## src/rtl/ffh_map.svh

```systemverilog
// object dictionary addresses, field positions, reset values and code tables of the fault history block
`ifndef FFH_MAP_SVH
`define FFH_MAP_SVH

// object indices and sub-entries
`define FFH_IDX_SUMMARY 16'h1001
`define FFH_IDX_HISTORY 16'h1003
`define FFH_SUB_COUNT 8'h00
`define FFH_SUB_FIRST 8'h01

// summary bit positions
`define FFH_BIT_GENERAL 0
`define FFH_BIT_CURRENT 1
`define FFH_BIT_VOLTAGE 2
`define FFH_BIT_TEMP 3
`define FFH_BIT_COMMS 4
`define FFH_BIT_PROFILE 5
`define FFH_BIT_RESERVED 6
`define FFH_BIT_VENDOR 7

// reset values
`define FFH_SUMMARY_RESET 8'h00
`define FFH_COUNT_RESET 8'h00
`define FFH_ENTRY_RESET 32'h00000000
`define FFH_CLEAR_VALUE 32'h00000000

// abort codes of the dictionary answer
`define FFH_ABORT_NONE 32'h00000000
`define FFH_ABORT_EMPTY 32'h08000024
`define FFH_ABORT_NO_OBJECT 32'h06020000
`define FFH_ABORT_NO_SUB 32'h06090011
`define FFH_ABORT_READ_ONLY 32'h06010002
`define FFH_ABORT_BAD_VALUE 32'h06090030

// fault numbers used for automatic logging
`define FFH_NUM_WATCHDOG 8'h00
`define FFH_NUM_VOLTAGE 8'h01
`define FFH_NUM_CURRENT 8'h02
`define FFH_NUM_COMMS 8'h04
`define FFH_NUM_TEMP 8'h0C
`define FFH_NUM_GENERIC 8'h19

// fault codes used for automatic logging
`define FFH_CODE_GENERAL 16'h1000
`define FFH_CODE_CURRENT 16'h2300
`define FFH_CODE_VOLTAGE 16'h3000
`define FFH_CODE_TEMP 16'h4000
`define FFH_CODE_COMMS 16'h8100
`define FFH_CODE_PROFILE 16'hFF00
`define FFH_CODE_VENDOR 16'hFF01

`endif

```

## src/rtl/ffh_pkg.sv

```systemverilog
// types shared by the fault history block
package ffh_pkg;

    // one history record: number, class, code
    typedef struct packed {
        logic [7:0] number;
        logic [7:0] faultClass;
        logic [15:0] code;
    } ffh_record_t;

    // dictionary access request
    typedef struct packed {
        logic write;
        logic [15:0] index;
        logic [7:0] sub;
        logic [31:0] wdata;
    } ffh_od_req_t;

    // dictionary access answer
    typedef struct packed {
        logic abort;
        logic [31:0] abortCode;
        logic [31:0] rdata;
    } ffh_od_rsp_t;

endpackage : ffh_pkg

```

## src/rtl/ffh_fault_history.sv

```systemverilog
// fault summary flags and fault history stack with object dictionary access
// Notes on behaviour
// RULE1 - summary bit follows its fault, clears itself
// RULE2 - eight-bit read-only summary, bit six zero
// RULE3 - history holds eight 32-bit records
// RULE4 - new record enters first, older shift back
// RULE5 - sub-entry zero reports logged record count
// RULE6 - empty history refuses entry reads, abort 08000024h
// RULE7 - writing zero to count restarts history
// RULE8 - record: number, class, sixteen-bit code
// RULE9 - class byte equals summary at logging
// RULE10 - fault number encodes cause by fixed table
`timescale 1ns/1ns
`include "ffh_map.svh"
module ffh_fault_history
    import ffh_pkg::*;
#(
    parameter int DEPTH = 8,
    parameter int CAT = 8
) (
    input wire logic core_clk,
    input wire logic rst,
    input wire logic [CAT-1:0] faultCond,
    input wire logic logEvent,
    input wire logic [7:0] logNumber,
    input wire logic [15:0] logCode,
    input wire logic odReqValid,
    input wire ffh_od_req_t odReq,
    output logic odRspValid,
    output ffh_od_rsp_t odRsp,
    output logic [7:0] faultSummary,
    output logic [7:0] historyCount
);

    // slot index width; a power-of-two depth keeps every select in range
    // deeper stacks also need a count that can reach the depth
    localparam int IW = $clog2(DEPTH);

    ////////////////////////////////////////////////////////////////////////
    // declarations
    // summary path
    logic [CAT-1:0] condSync; // synchronised fault pins
    logic [7:0] next_faultSummary; // summary to be registered
    // logging path
    logic [7:0] riseBits; // categories that just appeared
    logic [7:0] pendingLog; // appeared categories not yet logged
    logic [7:0] servedBit; // category logged this cycle
    logic autoLog; // automatic record this cycle
    logic doLog; // any record this cycle
    logic [2:0] autoSel; // lowest pending category
    // stack path
    ffh_record_t newRecord; // record to push
    ffh_record_t histEntry [DEPTH]; // the history stack
    // count and dictionary path
    logic clearReq; // master writes zero to the count
    logic [7:0] next_historyCount; // count to be registered
    ffh_od_rsp_t next_odRsp; // answer to be registered
    logic [IW-1:0] entrySel; // stack slot addressed by a read
    logic subInStack; // sub-entry within one to depth

    ////////////////////////////////////////////////////////////////////////
    // cause table per category
    // unlisted categories use the generic internal cause
    function automatic logic [7:0] catNumber(input logic [2:0] cat);
        logic [7:0] num;
        num = `FFH_NUM_GENERIC;
        unique case (cat)
            3'(`FFH_BIT_CURRENT): num = `FFH_NUM_CURRENT;
            3'(`FFH_BIT_VOLTAGE): num = `FFH_NUM_VOLTAGE;
            3'(`FFH_BIT_TEMP): num = `FFH_NUM_TEMP;
            3'(`FFH_BIT_COMMS): num = `FFH_NUM_COMMS;
            default: num = `FFH_NUM_GENERIC; // general, profile, vendor
        endcase
        return num;
    endfunction : catNumber

    // fault code table per category
    function automatic logic [15:0] catCode(input logic [2:0] cat);
        logic [15:0] code;
        code = `FFH_CODE_GENERAL;
        unique case (cat)
            3'(`FFH_BIT_CURRENT): code = `FFH_CODE_CURRENT;
            3'(`FFH_BIT_VOLTAGE): code = `FFH_CODE_VOLTAGE;
            3'(`FFH_BIT_TEMP): code = `FFH_CODE_TEMP;
            3'(`FFH_BIT_COMMS): code = `FFH_CODE_COMMS;
            3'(`FFH_BIT_PROFILE): code = `FFH_CODE_PROFILE;
            3'(`FFH_BIT_VENDOR): code = `FFH_CODE_VENDOR;
            default: code = `FFH_CODE_GENERAL;
        endcase
        return code;
    endfunction : catCode

    ////////////////////////////////////////////////////////////////////////
    // fault pin synchroniser
    // only the pins come from outside the clock domain; logEvent and the
    // dictionary port come from logic on core_clk and pass no stages
    ffh_sync #(
        .WIDTH(CAT)
    ) u_sync (
        .core_clk(core_clk),
        .rst(rst),
        .asyncIn(faultCond),
        .syncOut(condSync)
    );

    ////////////////////////////////////////////////////////////////////////
    // summary flags

    // flags mirror present faults; general covers every category
    // a pin change reaches the register five to six edges later
    // the reserved bit reads low whatever its pin shows
    always_comb begin
        // start from the pins, then fix reserved and general
        next_faultSummary = 8'(condSync); // see RULE1
        next_faultSummary[`FFH_BIT_RESERVED] = 1'b0; // see RULE2
        next_faultSummary[`FFH_BIT_GENERAL] = condSync[`FFH_BIT_GENERAL] | (|next_faultSummary[7:1]);
    end

    // summary register, cleared at reset
    // the master reads this value through the summary object
    always_ff @(posedge core_clk or posedge rst) begin
        if (rst) begin
            faultSummary <= `FFH_SUMMARY_RESET; // see RULE2
        end else begin
            faultSummary <= next_faultSummary; // see RULE1
        end
    end

    ////////////////////////////////////////////////////////////////////////
    // automatic logging of newly raised categories
    // a rise is judged against the registered summary
    assign riseBits = next_faultSummary & ~faultSummary;

    // pick the lowest pending category above general
    // scanning downward leaves the lowest pending bit in autoSel
    always_comb begin
        autoSel = 3'h0;
        for (int i = CAT - 1; i > 0; i--) begin
            if (pendingLog[i]) begin // lower bits win
                autoSel = 3'(i);
            end
        end
    end

    // external event has priority over the automatic one
    // an external record holds the queue back by one cycle
    // servedBit retires the category logged at this edge
    assign autoLog = ~logEvent & (|pendingLog[7:1]);
    assign doLog = logEvent | autoLog;
    assign servedBit = autoLog ? (8'h01 << autoSel) : 8'h00;

    // pending set wins over the served clear
    // raised categories queue here and leave one per cycle
    // general never queues; it follows its own pin and the others
    always_ff @(posedge core_clk or posedge rst) begin
        if (rst) begin
            pendingLog <= 8'h00;
        end else begin
            pendingLog <= ((pendingLog & ~servedBit) | riseBits) & 8'hFE;
        end
    end

    // assemble the record to push
    // class is the registered summary, so an automatic
    // record already carries its own category bit
    always_comb begin
        newRecord.faultClass = faultSummary; // see RULE9
        if (logEvent) begin // external cause
            newRecord.number = logNumber; // see RULE8
            newRecord.code = logCode; // see RULE8
        end else begin // automatic cause
            newRecord.number = catNumber(autoSel); // see RULE10
            newRecord.code = catCode(autoSel); // see RULE8
        end
    end

    ////////////////////////////////////////////////////////////////////////
    // history stack
    // records move only on a push; reads never disturb them
    genvar s;
    generate
        for (s = 0; s < DEPTH; s++) begin : g_slot
            if (s == 0) begin : g_head
                // newest slot takes the new record
                always_ff @(posedge core_clk or posedge rst) begin
                    if (rst) begin
                        histEntry[s] <= `FFH_ENTRY_RESET; // see RULE3
                    end else if (doLog) begin
                        histEntry[s] <= newRecord; // see RULE4
                    end
                end
            end else begin : g_tail
                // older slots take their predecessor; the last falls out
                always_ff @(posedge core_clk or posedge rst) begin
                    if (rst) begin
                        histEntry[s] <= `FFH_ENTRY_RESET; // see RULE3
                    end else if (doLog) begin
                        histEntry[s] <= histEntry[s-1]; // see RULE4
                    end
                end
            end
        end
    endgenerate

    ////////////////////////////////////////////////////////////////////////
    // record count
    assign clearReq = odReqValid & odReq.write & (odReq.index == `FFH_IDX_HISTORY)
                    & (odReq.sub == `FFH_SUB_COUNT) & (odReq.wdata == `FFH_CLEAR_VALUE);

    // count saturates at depth; a record in the clear cycle still counts
    // a clear restarts the count but leaves stored records in place;
    // reads above a nonzero count return whatever the slot still holds
    always_comb begin
        next_historyCount = historyCount;
        if (clearReq) begin // restart counting
            next_historyCount = `FFH_COUNT_RESET; // see RULE7
        end
        // log after clear, so a record in the clear cycle counts one
        if (doLog && next_historyCount < 8'(DEPTH)) begin
            next_historyCount = next_historyCount + 8'h01; // see RULE5
        end
    end

    // count register
    // the master reads this value at sub-entry zero
    always_ff @(posedge core_clk or posedge rst) begin
        if (rst) begin
            historyCount <= `FFH_COUNT_RESET;
        end else begin
            historyCount <= next_historyCount; // see RULE5
        end
    end

    ////////////////////////////////////////////////////////////////////////
    // dictionary access
    assign subInStack = (odReq.sub >= `FFH_SUB_FIRST) && (odReq.sub <= 8'(DEPTH));
    assign entrySel = IW'(odReq.sub - `FFH_SUB_FIRST);

    // decode request into data or abort
    // decided from the request and the state before the taking edge
    // eight-bit objects answer in the low byte, upper bits zero
    always_comb begin
        next_odRsp.abort = 1'b0;
        next_odRsp.abortCode = `FFH_ABORT_NONE;
        next_odRsp.rdata = 32'h00000000;
        if (odReq.index == `FFH_IDX_SUMMARY) begin // summary object
            if (odReq.sub != `FFH_SUB_COUNT) begin // only sub zero exists
                next_odRsp.abort = 1'b1;
                next_odRsp.abortCode = `FFH_ABORT_NO_SUB;
            end else if (odReq.write) begin // read-only
                next_odRsp.abort = 1'b1;
                next_odRsp.abortCode = `FFH_ABORT_READ_ONLY; // see RULE2
            end else begin
                next_odRsp.rdata = {24'h000000, faultSummary}; // see RULE2
            end
        end else if (odReq.index == `FFH_IDX_HISTORY) begin // history object
            if (odReq.sub == `FFH_SUB_COUNT) begin // count sub-entry
                if (odReq.write && odReq.wdata != `FFH_CLEAR_VALUE) begin // only zero allowed
                    next_odRsp.abort = 1'b1;
                    next_odRsp.abortCode = `FFH_ABORT_BAD_VALUE; // see RULE7
                end else if (!odReq.write) begin
                    next_odRsp.rdata = {24'h000000, historyCount}; // see RULE5
                end
            end else if (subInStack) begin // record sub-entries
                if (odReq.write) begin // records are read-only
                    next_odRsp.abort = 1'b1;
                    next_odRsp.abortCode = `FFH_ABORT_READ_ONLY;
                end else if (historyCount == `FFH_COUNT_RESET) begin // empty stack
                    next_odRsp.abort = 1'b1;
                    next_odRsp.abortCode = `FFH_ABORT_EMPTY; // see RULE6
                end else begin
                    next_odRsp.rdata = histEntry[entrySel]; // see RULE3
                end
            end else begin // beyond depth
                next_odRsp.abort = 1'b1;
                next_odRsp.abortCode = `FFH_ABORT_NO_SUB;
            end
        end else begin // unknown object
            next_odRsp.abort = 1'b1;
            next_odRsp.abortCode = `FFH_ABORT_NO_OBJECT;
        end
    end

    // answer valid one cycle after each request
    // no back-pressure: every request is answered on the next edge
    always_ff @(posedge core_clk or posedge rst) begin
        if (rst) begin
            odRspValid <= 1'b0;
        end else begin
            odRspValid <= odReqValid;
        end
    end

    // answer data held until the next request
    // abort code and data stay readable between answers
    always_ff @(posedge core_clk or posedge rst) begin
        if (rst) begin
            odRsp <= '0;
        end else if (odReqValid) begin
            odRsp <= next_odRsp;
        end
    end

endmodule : ffh_fault_history

```

## src/rtl/ffh_sync.sv

```systemverilog
// three-stage input synchroniser with agreement filter, one per bit
`timescale 1ns/1ns
module ffh_sync #(
    parameter int WIDTH = 8
) (
    input wire logic core_clk,
    input wire logic rst,
    input wire logic [WIDTH-1:0] asyncIn,
    output logic [WIDTH-1:0] syncOut
);

    ////////////////////////////////////////////////////////////////////////
    // per-bit stages
    genvar b;
    generate
        for (b = 0; b < WIDTH; b++) begin : g_bit
            logic stage1; // metastable stage, read only by stage2
            logic stage2;
            logic stage3;

            // shift chain; output follows once stages two and three agree
            always_ff @(posedge core_clk or posedge rst) begin
                if (rst) begin
                    stage1 <= 1'b0;
                    stage2 <= 1'b0;
                    stage3 <= 1'b0;
                    syncOut[b] <= 1'b0;
                end else begin
                    stage1 <= asyncIn[b];
                    stage2 <= stage1;
                    stage3 <= stage2;
                    if (stage2 == stage3) begin // stable level
                        syncOut[b] <= stage3;
                    end
                end
            end
        end
    endgenerate

endmodule : ffh_sync

```

## config.mk

```make
export PLATFORM = sky130hd
export DESIGN_NAME = ffh_fault_history
export DESIGN_NICKNAME = d
export VERILOG_FILES = /design/src/rtl/ffh_pkg.sv /design/src/rtl/ffh_fault_history.sv /design/src/rtl/ffh_sync.sv
export VERILOG_INCLUDE_DIRS = /design/src /design/src/rtl
export SDC_FILE = /design/constraint.sdc
export NUM_CORES = 1
export LEC_CHECK = 0
export ABC_AREA = 1
export BUFFER_PORTS_ARGS = -buffer_cell sky130_fd_sc_hd__buf_2
export CORE_UTILIZATION = 30
export DETAILED_ROUTE_END_ITERATION = 8
export PLACE_DENSITY_LB_ADDON = 0.12
export SLEW_MARGIN = 20
export SYNTH_ARGS = -nofsm -noshare
export SYNTH_HDL_FRONTEND = slang
export SYNTH_HIERARCHICAL = 1
export SYNTH_SLANG_ARGS = --single-unit
```

## constraint.sdc

```tcl
create_clock -name core_clk -period 11 [get_ports core_clk]
set_input_delay 0.55 -clock core_clk [delete_from_list [all_inputs] [get_ports core_clk]]
set_output_delay 0.55 -clock core_clk [all_outputs]
set_load 0.05 [all_outputs]
```

==> results of run 1 <==
## worst max-delay path, delay by kind of cell, from the launching register on
family	cells	cell delay (ps)
buffers and inverters	2	1710
and+or+nand+nor	4	940
DFF	1	410
AOI/OAI and AO/OA	1	200
## routing by layer
metal / vias up / wire [um] / track usage, %
met5: - / 0 / 0
met4: 0 / 964 / 5.153
met3: 61 / 1602 / 2.338
met2: 230 / 19300 / 25.53
met1: 6012 / 20130 / 22.11
li1: 6280 / - / -
## power groups by stage
stage	combinational, uW	clock, uW	sequential, uW
after floorplan	297	0	1460
after detailed placement	403	0	1470
after CTS	405	1420	1450
after global placement	398	0	1470
after global routing	460	1460	1470
final	397	1370	1450
## stage by stage
| stage | total power (uW) | std cells | instance area, um2 | setup WS, ps | utilization (%) |
|---|---|---|---|---|---|
| 2_1_floorplan | 1759 | 1949 | 15860 | 1849 | - |
| 3_3_place_gp | 1870 | 2647 | 16680 | 6850 | 32.32 |
| 3_5_place_dp | 1877 | 2647 | 16680 | 6851 | 32.32 |
| 4_1_cts | 3274 | 2723 | 18040 | 7388 | 34.95 |
| 5_1_grt | 3386 | 2723 | 18040 | 7064 | 34.96 |
| 6_report | 3215 | 2723 | 18040 | 7395 | 34.96 |
## cell type report
cell class	count	area, um2
fillers	5360	33570
flip-flops and latches	339	8483
multi-input cells	1279	5789
clock buffers	61	1224
well taps	680	850.8
repair buffers	161	839.6
inverters	188	720.7
clock inverters	15	136.4
## worst paths after layout
kind,slack (ps),depth (start not counted),endpoint
min in group asynchronous,110,2,u_sync/syncOut[1]$_DFFE_PP0N_
max in group asynchronous,8740,4,histEntry[146]$_DFFE_PP0P_
max,7390,7,histEntry[50]$_DFFE_PP0P_
min,100,1,u_sync/g_bit[0].stage1$_DFF_PP0_
min reg2reg,350,0,u_sync/g_bit[5].stage2$_DFF_PP0_
max reg2reg,7390,7,histEntry[50]$_DFFE_PP0P_
==> impl_results.md, run 1 <==
* Final Routed Wirelength at roughly 42,000 um
* Post-Syn Instances at approximately 1.9k
* Setup Viol. Count Final at 0
* Post-synthesis instance area at around 16,000 um2
* Crit path arrival time at between 3000 and 4000 ps
* Drt via density at approximately 4.6
* Most used cells in the layout excluding fill and tap cells: 558 x sky130_fd_sc_hd__nand2_1, 339 x sky130_fd_sc_hd__dfrtp_1, 243 x sky130_fd_sc_hd__o21ai_0
* Maximum fanout along the worst path at 98
* Area growth from synthesis to layout at 14.36%
* Number of CTS-inserted buffers at 41
* Avg Cell Area, Syn at between 8 and 9 um2
* Most common cell after layout, fill and taps aside: sky130_fd_sc_hd__nand2_1
* CTS Hold Bufs at 0
* Ant diodes at 0
* Number of DRC markers in iteration 0 at 832
* Number of flip-flops in the largest register at 248
* CP endpoint kind: flop
* Endpoint required time on the critical path at approximately 11,000 ps
* Ordered cell list for the critical path: nor2_2 > nand3_2 > nor2_2 > nand2_8 > inv_4 > buf_4 > o21ai_0
* Clock tree from TritonCTS: built
* Part of the total power dissipated in combinational logic at approximately an eighth
* Nets at between 2k and 2.5k
* Final HPWL from detailed placement at 24,730 um
* Pin count of the biggest net entering global routing at 109
* Static Leak at 0.008785 uW
* Tightest Hold Check Type: in2reg
* Antenna violations before repair at 0
* Largest registers in the final layout: histEntry x248, odRsp x40, historyCount x8
* First-pass GRT wire length at about 68,000 um
* Hold violation total from the final report at 0
* Clock Skews at ~28 ps
* DIE WIDTH at roughly 230 um
* Relative contribution of the clock network to total power at 42.5%
* Avg WL per Cell at ~15 um
* Startpoint of the worst register-to-register path: pendingLog[2]$_DFF_PP0_
* Startpoint of the most critical hold path: faultCond[0]
* Number of primary I/O pins at ~180
* Via count of the first global-routing pass at about 12k
* Internal power consumption at roughly 2300 uW
* Number of vias after detailed routing at approximately 13k
* Die Y-Extent at roughly 230 um
* Power per standard cell area at roughly 180 nW/um2
* Initial standard-cell utilization of the core at a little under a third
* Setup Fix Bufs, Post-CTS at 0
* Setup repair after global routing missed its margin: false
* Net switching fraction of the power at roughly 28%
* Number of gates resized after CTS at 0
* Type of origin of the critical path: flop
* GRT Resource Usage Total at 15.97%
* Clock-pin transition on the worst setup and hold timing paths at about 60 ps
* Share of final-layout standard cells stronger than drive strength 1 at 12.73%
* Final TNS setup at 0 ps
* Maximum count of clock buffers along a single path at 3
* Worst slew margin relative to its limit at roughly 28%
* Outcome: finished, final reports clean
* Worst skew pair latency at between 500 and 600 ps
* Core region area at between 50,000 and 60,000 um2
* Register with the most flip-flops: histEntry
* Transition time of the tightest slew-check pin at 1083 ps
* Switch Pwr at 901.3 uW
* Cell with the most instances on the worst path: sky130_fd_sc_hd__nor2_2
* Overflow left after global routing at 0
* Count of max-cap constraint violations at 0
* Min Tclk post-route at about 3600 ps
* Number of nets still failing antenna checks after routing at 0
* H-tree depth at 2
* Crit share post-route at about 33%
* Critical path origin: pendingLog[2]$_DFF_PP0_
* Class of the most critical setup path: reg2reg
* Die footprint at between 50,000 and 60,000 um2
* Post-route DRC at 0
* Peak ir drop on the vdd network at 0.1132 mV
* Std cell rows at between 80 and 90
* Max Transition Viols Final at 0
* Placer's final routability congestion estimate at approximately 0.78
* Critical Path Max Stage Delay at about 860 ps
* Sequential power share at between 40% and 50%
* Count of buffers from port buffering at 150
* Yosys warning total at 6
* Slowest cell on the critical path: sky130_fd_sc_hd__buf_4
* Hold Slack at 97.65 ps
* Fmax at about 280 MHz
* CTS Root Cell: sky130_fd_sc_hd__clkbuf_16
* Clock sink total at roughly 340
* DRT Pass-1 Iters at 5
Note: power is estimated with default switching activity, not from simulation.
==> run 2, diff against run 1 <==
==> constraint.sdc (replaced) <==
create_clock -name core_clk -period 3.7 [get_ports core_clk]
set_input_delay 0.185 -clock core_clk [delete_from_list [all_inputs] [get_ports core_clk]]
set_output_delay 0.185 -clock core_clk [all_outputs]
set_load 0.05 [all_outputs]
==> impl_results.md, run 2 (synthesized netlist as in run 1, its figures left out) <==
* Outcome: finished, final reports clean (unchanged)
* CP endpoint kind: flop (unchanged)
* CTS Hold Bufs at 33 (was 0)
* Initial standard-cell utilization of the core at 30.57% (unchanged)
* Register with the most flip-flops: histEntry (unchanged)
* Largest registers in the final layout: histEntry x248, odRsp x40, historyCount x8 (unchanged)
* Std cell rows at 83 (unchanged)
* Setup Viol. Count Final at 0 (unchanged)
* Via count of the first global-routing pass at 11.91k (was 12.03k)
* DIE WIDTH at 231.3 um (unchanged)
* Final Instance Count excl. Fillers at 2,758 (was 2,723)
* Fmax at 430.9 MHz (was 277.4 MHz)
* Core region area at 51,610 um2 (unchanged)
* Hold violation total from the final report at 0 (unchanged)
* Number of gates resized after CTS at 0 (unchanged)
* Count of buffers from port buffering at 150 (unchanged)
* Ant diodes at 0 (unchanged)
* Crit share post-route at 62.72% (was 32.77%)
* Final Routed Wirelength at 41,610 um (was 41,990 um)
* Static Leak at 0.008977 uW (was 0.008785 uW)
* Startpoint of the worst register-to-register path: pendingLog[2]$_DFF_PP0_ (unchanged)
* Worst skew pair latency at 560 ps (about the same)
* Reg-to-reg slack, setup at 1380 ps (was 7390 ps)
* Final HPWL from detailed placement at 24,960 um (was 24,730 um)
* Setup Fix Bufs, Post-CTS at 0 (unchanged)
* Setup repair after global routing missed its margin: false (unchanged)
* Share of final-layout standard cells stronger than drive strength 1 at 12.70% (was 12.73%)
* Crit path arrival time at 2770 ps (was 3990 ps)
* Area of placed instances at 16,810 um2 (was 16,680 um2)
* Clock sink total at 339 (unchanged)
* Die footprint at 53,510 um2 (unchanged)
* Power Total at 9559 uW (was 3215 uW)
* Seq. cell area at 8483 um2 (unchanged)
* Type of origin of the critical path: flop (unchanged)
* Peak ir drop on the vdd network at 0.3110 mV (was 0.1132 mV)
* Min Tclk post-route at 2321 ps (was 3605 ps)
* Avg WL per Cell at 15.09 um (was 15.42 um)
* Number of vias after detailed routing at 12.61k (was 12.58k)
* Nets at 2,147 (was 2,106)
* Max Transition Viols Final at 0 (unchanged)
* Layout Cell Area excl Fill at 18,480 um2 (was 18,040 um2)
* Die Y-Extent at 231.3 um (unchanged)
* Clock-pin transition on the worst setup and hold timing paths at 60 ps (about the same)
* Area growth from synthesis to layout at 17.14% (was 14.36%)
* Class of the most critical setup path: reg2reg (unchanged)
* Most common cell after layout, fill and taps aside: sky130_fd_sc_hd__nand2_1 (unchanged)
* Overflow left after global routing at 0 (unchanged)
* Number of flip-flops in the largest register at 248 (unchanged)
* Tightest Hold Check Type: in2reg (unchanged)
* Drt via density at 4.574 (was 4.621)
* Number of nets still failing antenna checks after routing at 0 (unchanged)
* R2R Path End: histEntry[251]$_DFFE_PP0P_ (was histEntry[50]$_DFFE_PP0P_)
* Pin count of the biggest net entering global routing at 173 (was 109)
* Critical path origin: pendingLog[2]$_DFF_PP0_ (unchanged)
* Filler cell count at 5,361 (was 5,360)
* Number of primary I/O pins at 175 (unchanged)
* Maximum count of clock buffers along a single path at 3 (unchanged)
* Maximum fanout along the worst path at 51 (was 98)
* Antenna violations before repair at 0 (unchanged)
* Placer's final routability congestion estimate at 0.7832 (was 0.7791)
* GRT Resource Usage Total at 15.79% (was 15.97%)
* H-tree depth at 2 (unchanged)
* CTS Root Cell: sky130_fd_sc_hd__clkbuf_16 (unchanged)
* Depth of the worst register-to-register path at 9 (was 7)
* Number of DRC markers in iteration 0 at 841 (was 832)
* Worst slew margin relative to its limit at 33.20% (was 27.80%)
* Power per standard cell area at 517.2 nW/um2 (was 178.2 nW/um2)
* First-pass GRT wire length at 67,110 um (was 67,760 um)
* Area taken by multi-input logic gates at 5789 um2 (unchanged)
* Destination of the critical timing path: histEntry[251]$_DFFE_PP0P_ (was histEntry[50]$_DFFE_PP0P_)
* Hold Slack at 10.21 ps (was 97.65 ps)
* Number of CTS-inserted buffers at 41 (unchanged)
* Transition time of the tightest slew-check pin at 1002 ps (was 1083 ps)
* Endpoint required time on the critical path at 4150 ps (was 11,390 ps)
* Post-route DRC at 0 (unchanged)
* Count of max-cap constraint violations at 0 (unchanged)
* Clock tree from TritonCTS: built (unchanged)
* Most used cells in the layout excluding fill and tap cells: 558 x sky130_fd_sc_hd__nand2_1, 339 x sky130_fd_sc_hd__dfrtp_1, 243 x sky130_fd_sc_hd__o21ai_0 (unchanged)
* Clock Skews at 28.97 ps (was 28.24 ps)
* Placed cell count at 2,655 (was 2,647)
* DRT Pass-1 Iters at 5 (unchanged)
run 2: changes by cell type in the layout (fill, tap and decap cells not counted), sizes merged:
cell / previous run / this run
buf: 161 / 169
clkinv: 9 / 5
bufinv: 2 / 3
clkinvlp: 3 / 1
clkbuf: 61 / 60
dlygate4sd3: 0 / 33
run 2: critical path: stages (launching register included):
cell and delay [ps]:
sky130_fd_sc_hd__dfrtp_1 410, sky130_fd_sc_hd__nor2_2 150, sky130_fd_sc_hd__nand3_2 120, sky130_fd_sc_hd__nor2_2 240, sky130_fd_sc_hd__nand2_8 250, sky130_fd_sc_hd__inv_4 510, sky130_fd_sc_hd__buf_4 350, sky130_fd_sc_hd__nor2_1 60
sky130_fd_sc_hd__nand2_1 70, sky130_fd_sc_hd__nand2_1 40
run 2: routing by layer:
metal | part of all wire, % | track usage (%) | vias up
met5 | 0 | 0 | -
met4 | 3.0 | 6.105 | 0
met3 | 3.5 | 2.165 | 62
met2 | 45 | 24.21 | 219
met1 | 48 | 22.43 | 5971
li1 | - | - | 6362
run 2: metrics by stage:
stage	setup WS, ps	utilization, %	TNS, ps
final	1379	35.81	0
after CTS	1331	35.81	0
after detailed placement	1213	32.57	0
after floorplan	-625.9	-	-194660
after global placement	1241	32.57	0
after global routing	1106	35.81	0
run 2: final cells by class:
class                   instances  share of cell area [%]
flip-flops and latches        339                   45.90
multi-input cells            1279                   31.32
repair buffers                202                   7.041
clock buffers                  60                   6.533
well taps                     680                   4.604
inverters                     188                   3.879
clock inverters                10                  0.7176
run 2: where the power goes:
| part | internal [uW] | switching (uW) | leakage [uW] | total, uW |
|---|---|---|---|---|
| Sequential | 4080 | 241 | 0.00417 | 4320 |
| Combinational | 396 | 805 | 0.00414 | 1200 |
| Clock | 2460 | 1580 | 0.000665 | 4040 |
run 2: worst min-delay path by stage:
stage | cells after the start | endpoint | start
final | 5 | histEntry[250]$_DFFE_PP0P_ | logNumber[2]
after global routing | 4 | odRsp[33]$_DFFE_PP0P_ | odReq[35]
after CTS | 5 | histEntry[250]$_DFFE_PP0P_ | logNumber[2]
after detailed placement | 1 | u_sync/g_bit[5].stage1$_DFF_PP0_ | faultCond[5]
after global placement | 1 | u_sync/g_bit[1].stage1$_DFF_PP0_ | faultCond[1]
after floorplan | 0 | odRspValid$_DFF_PP0_ | odReqValid
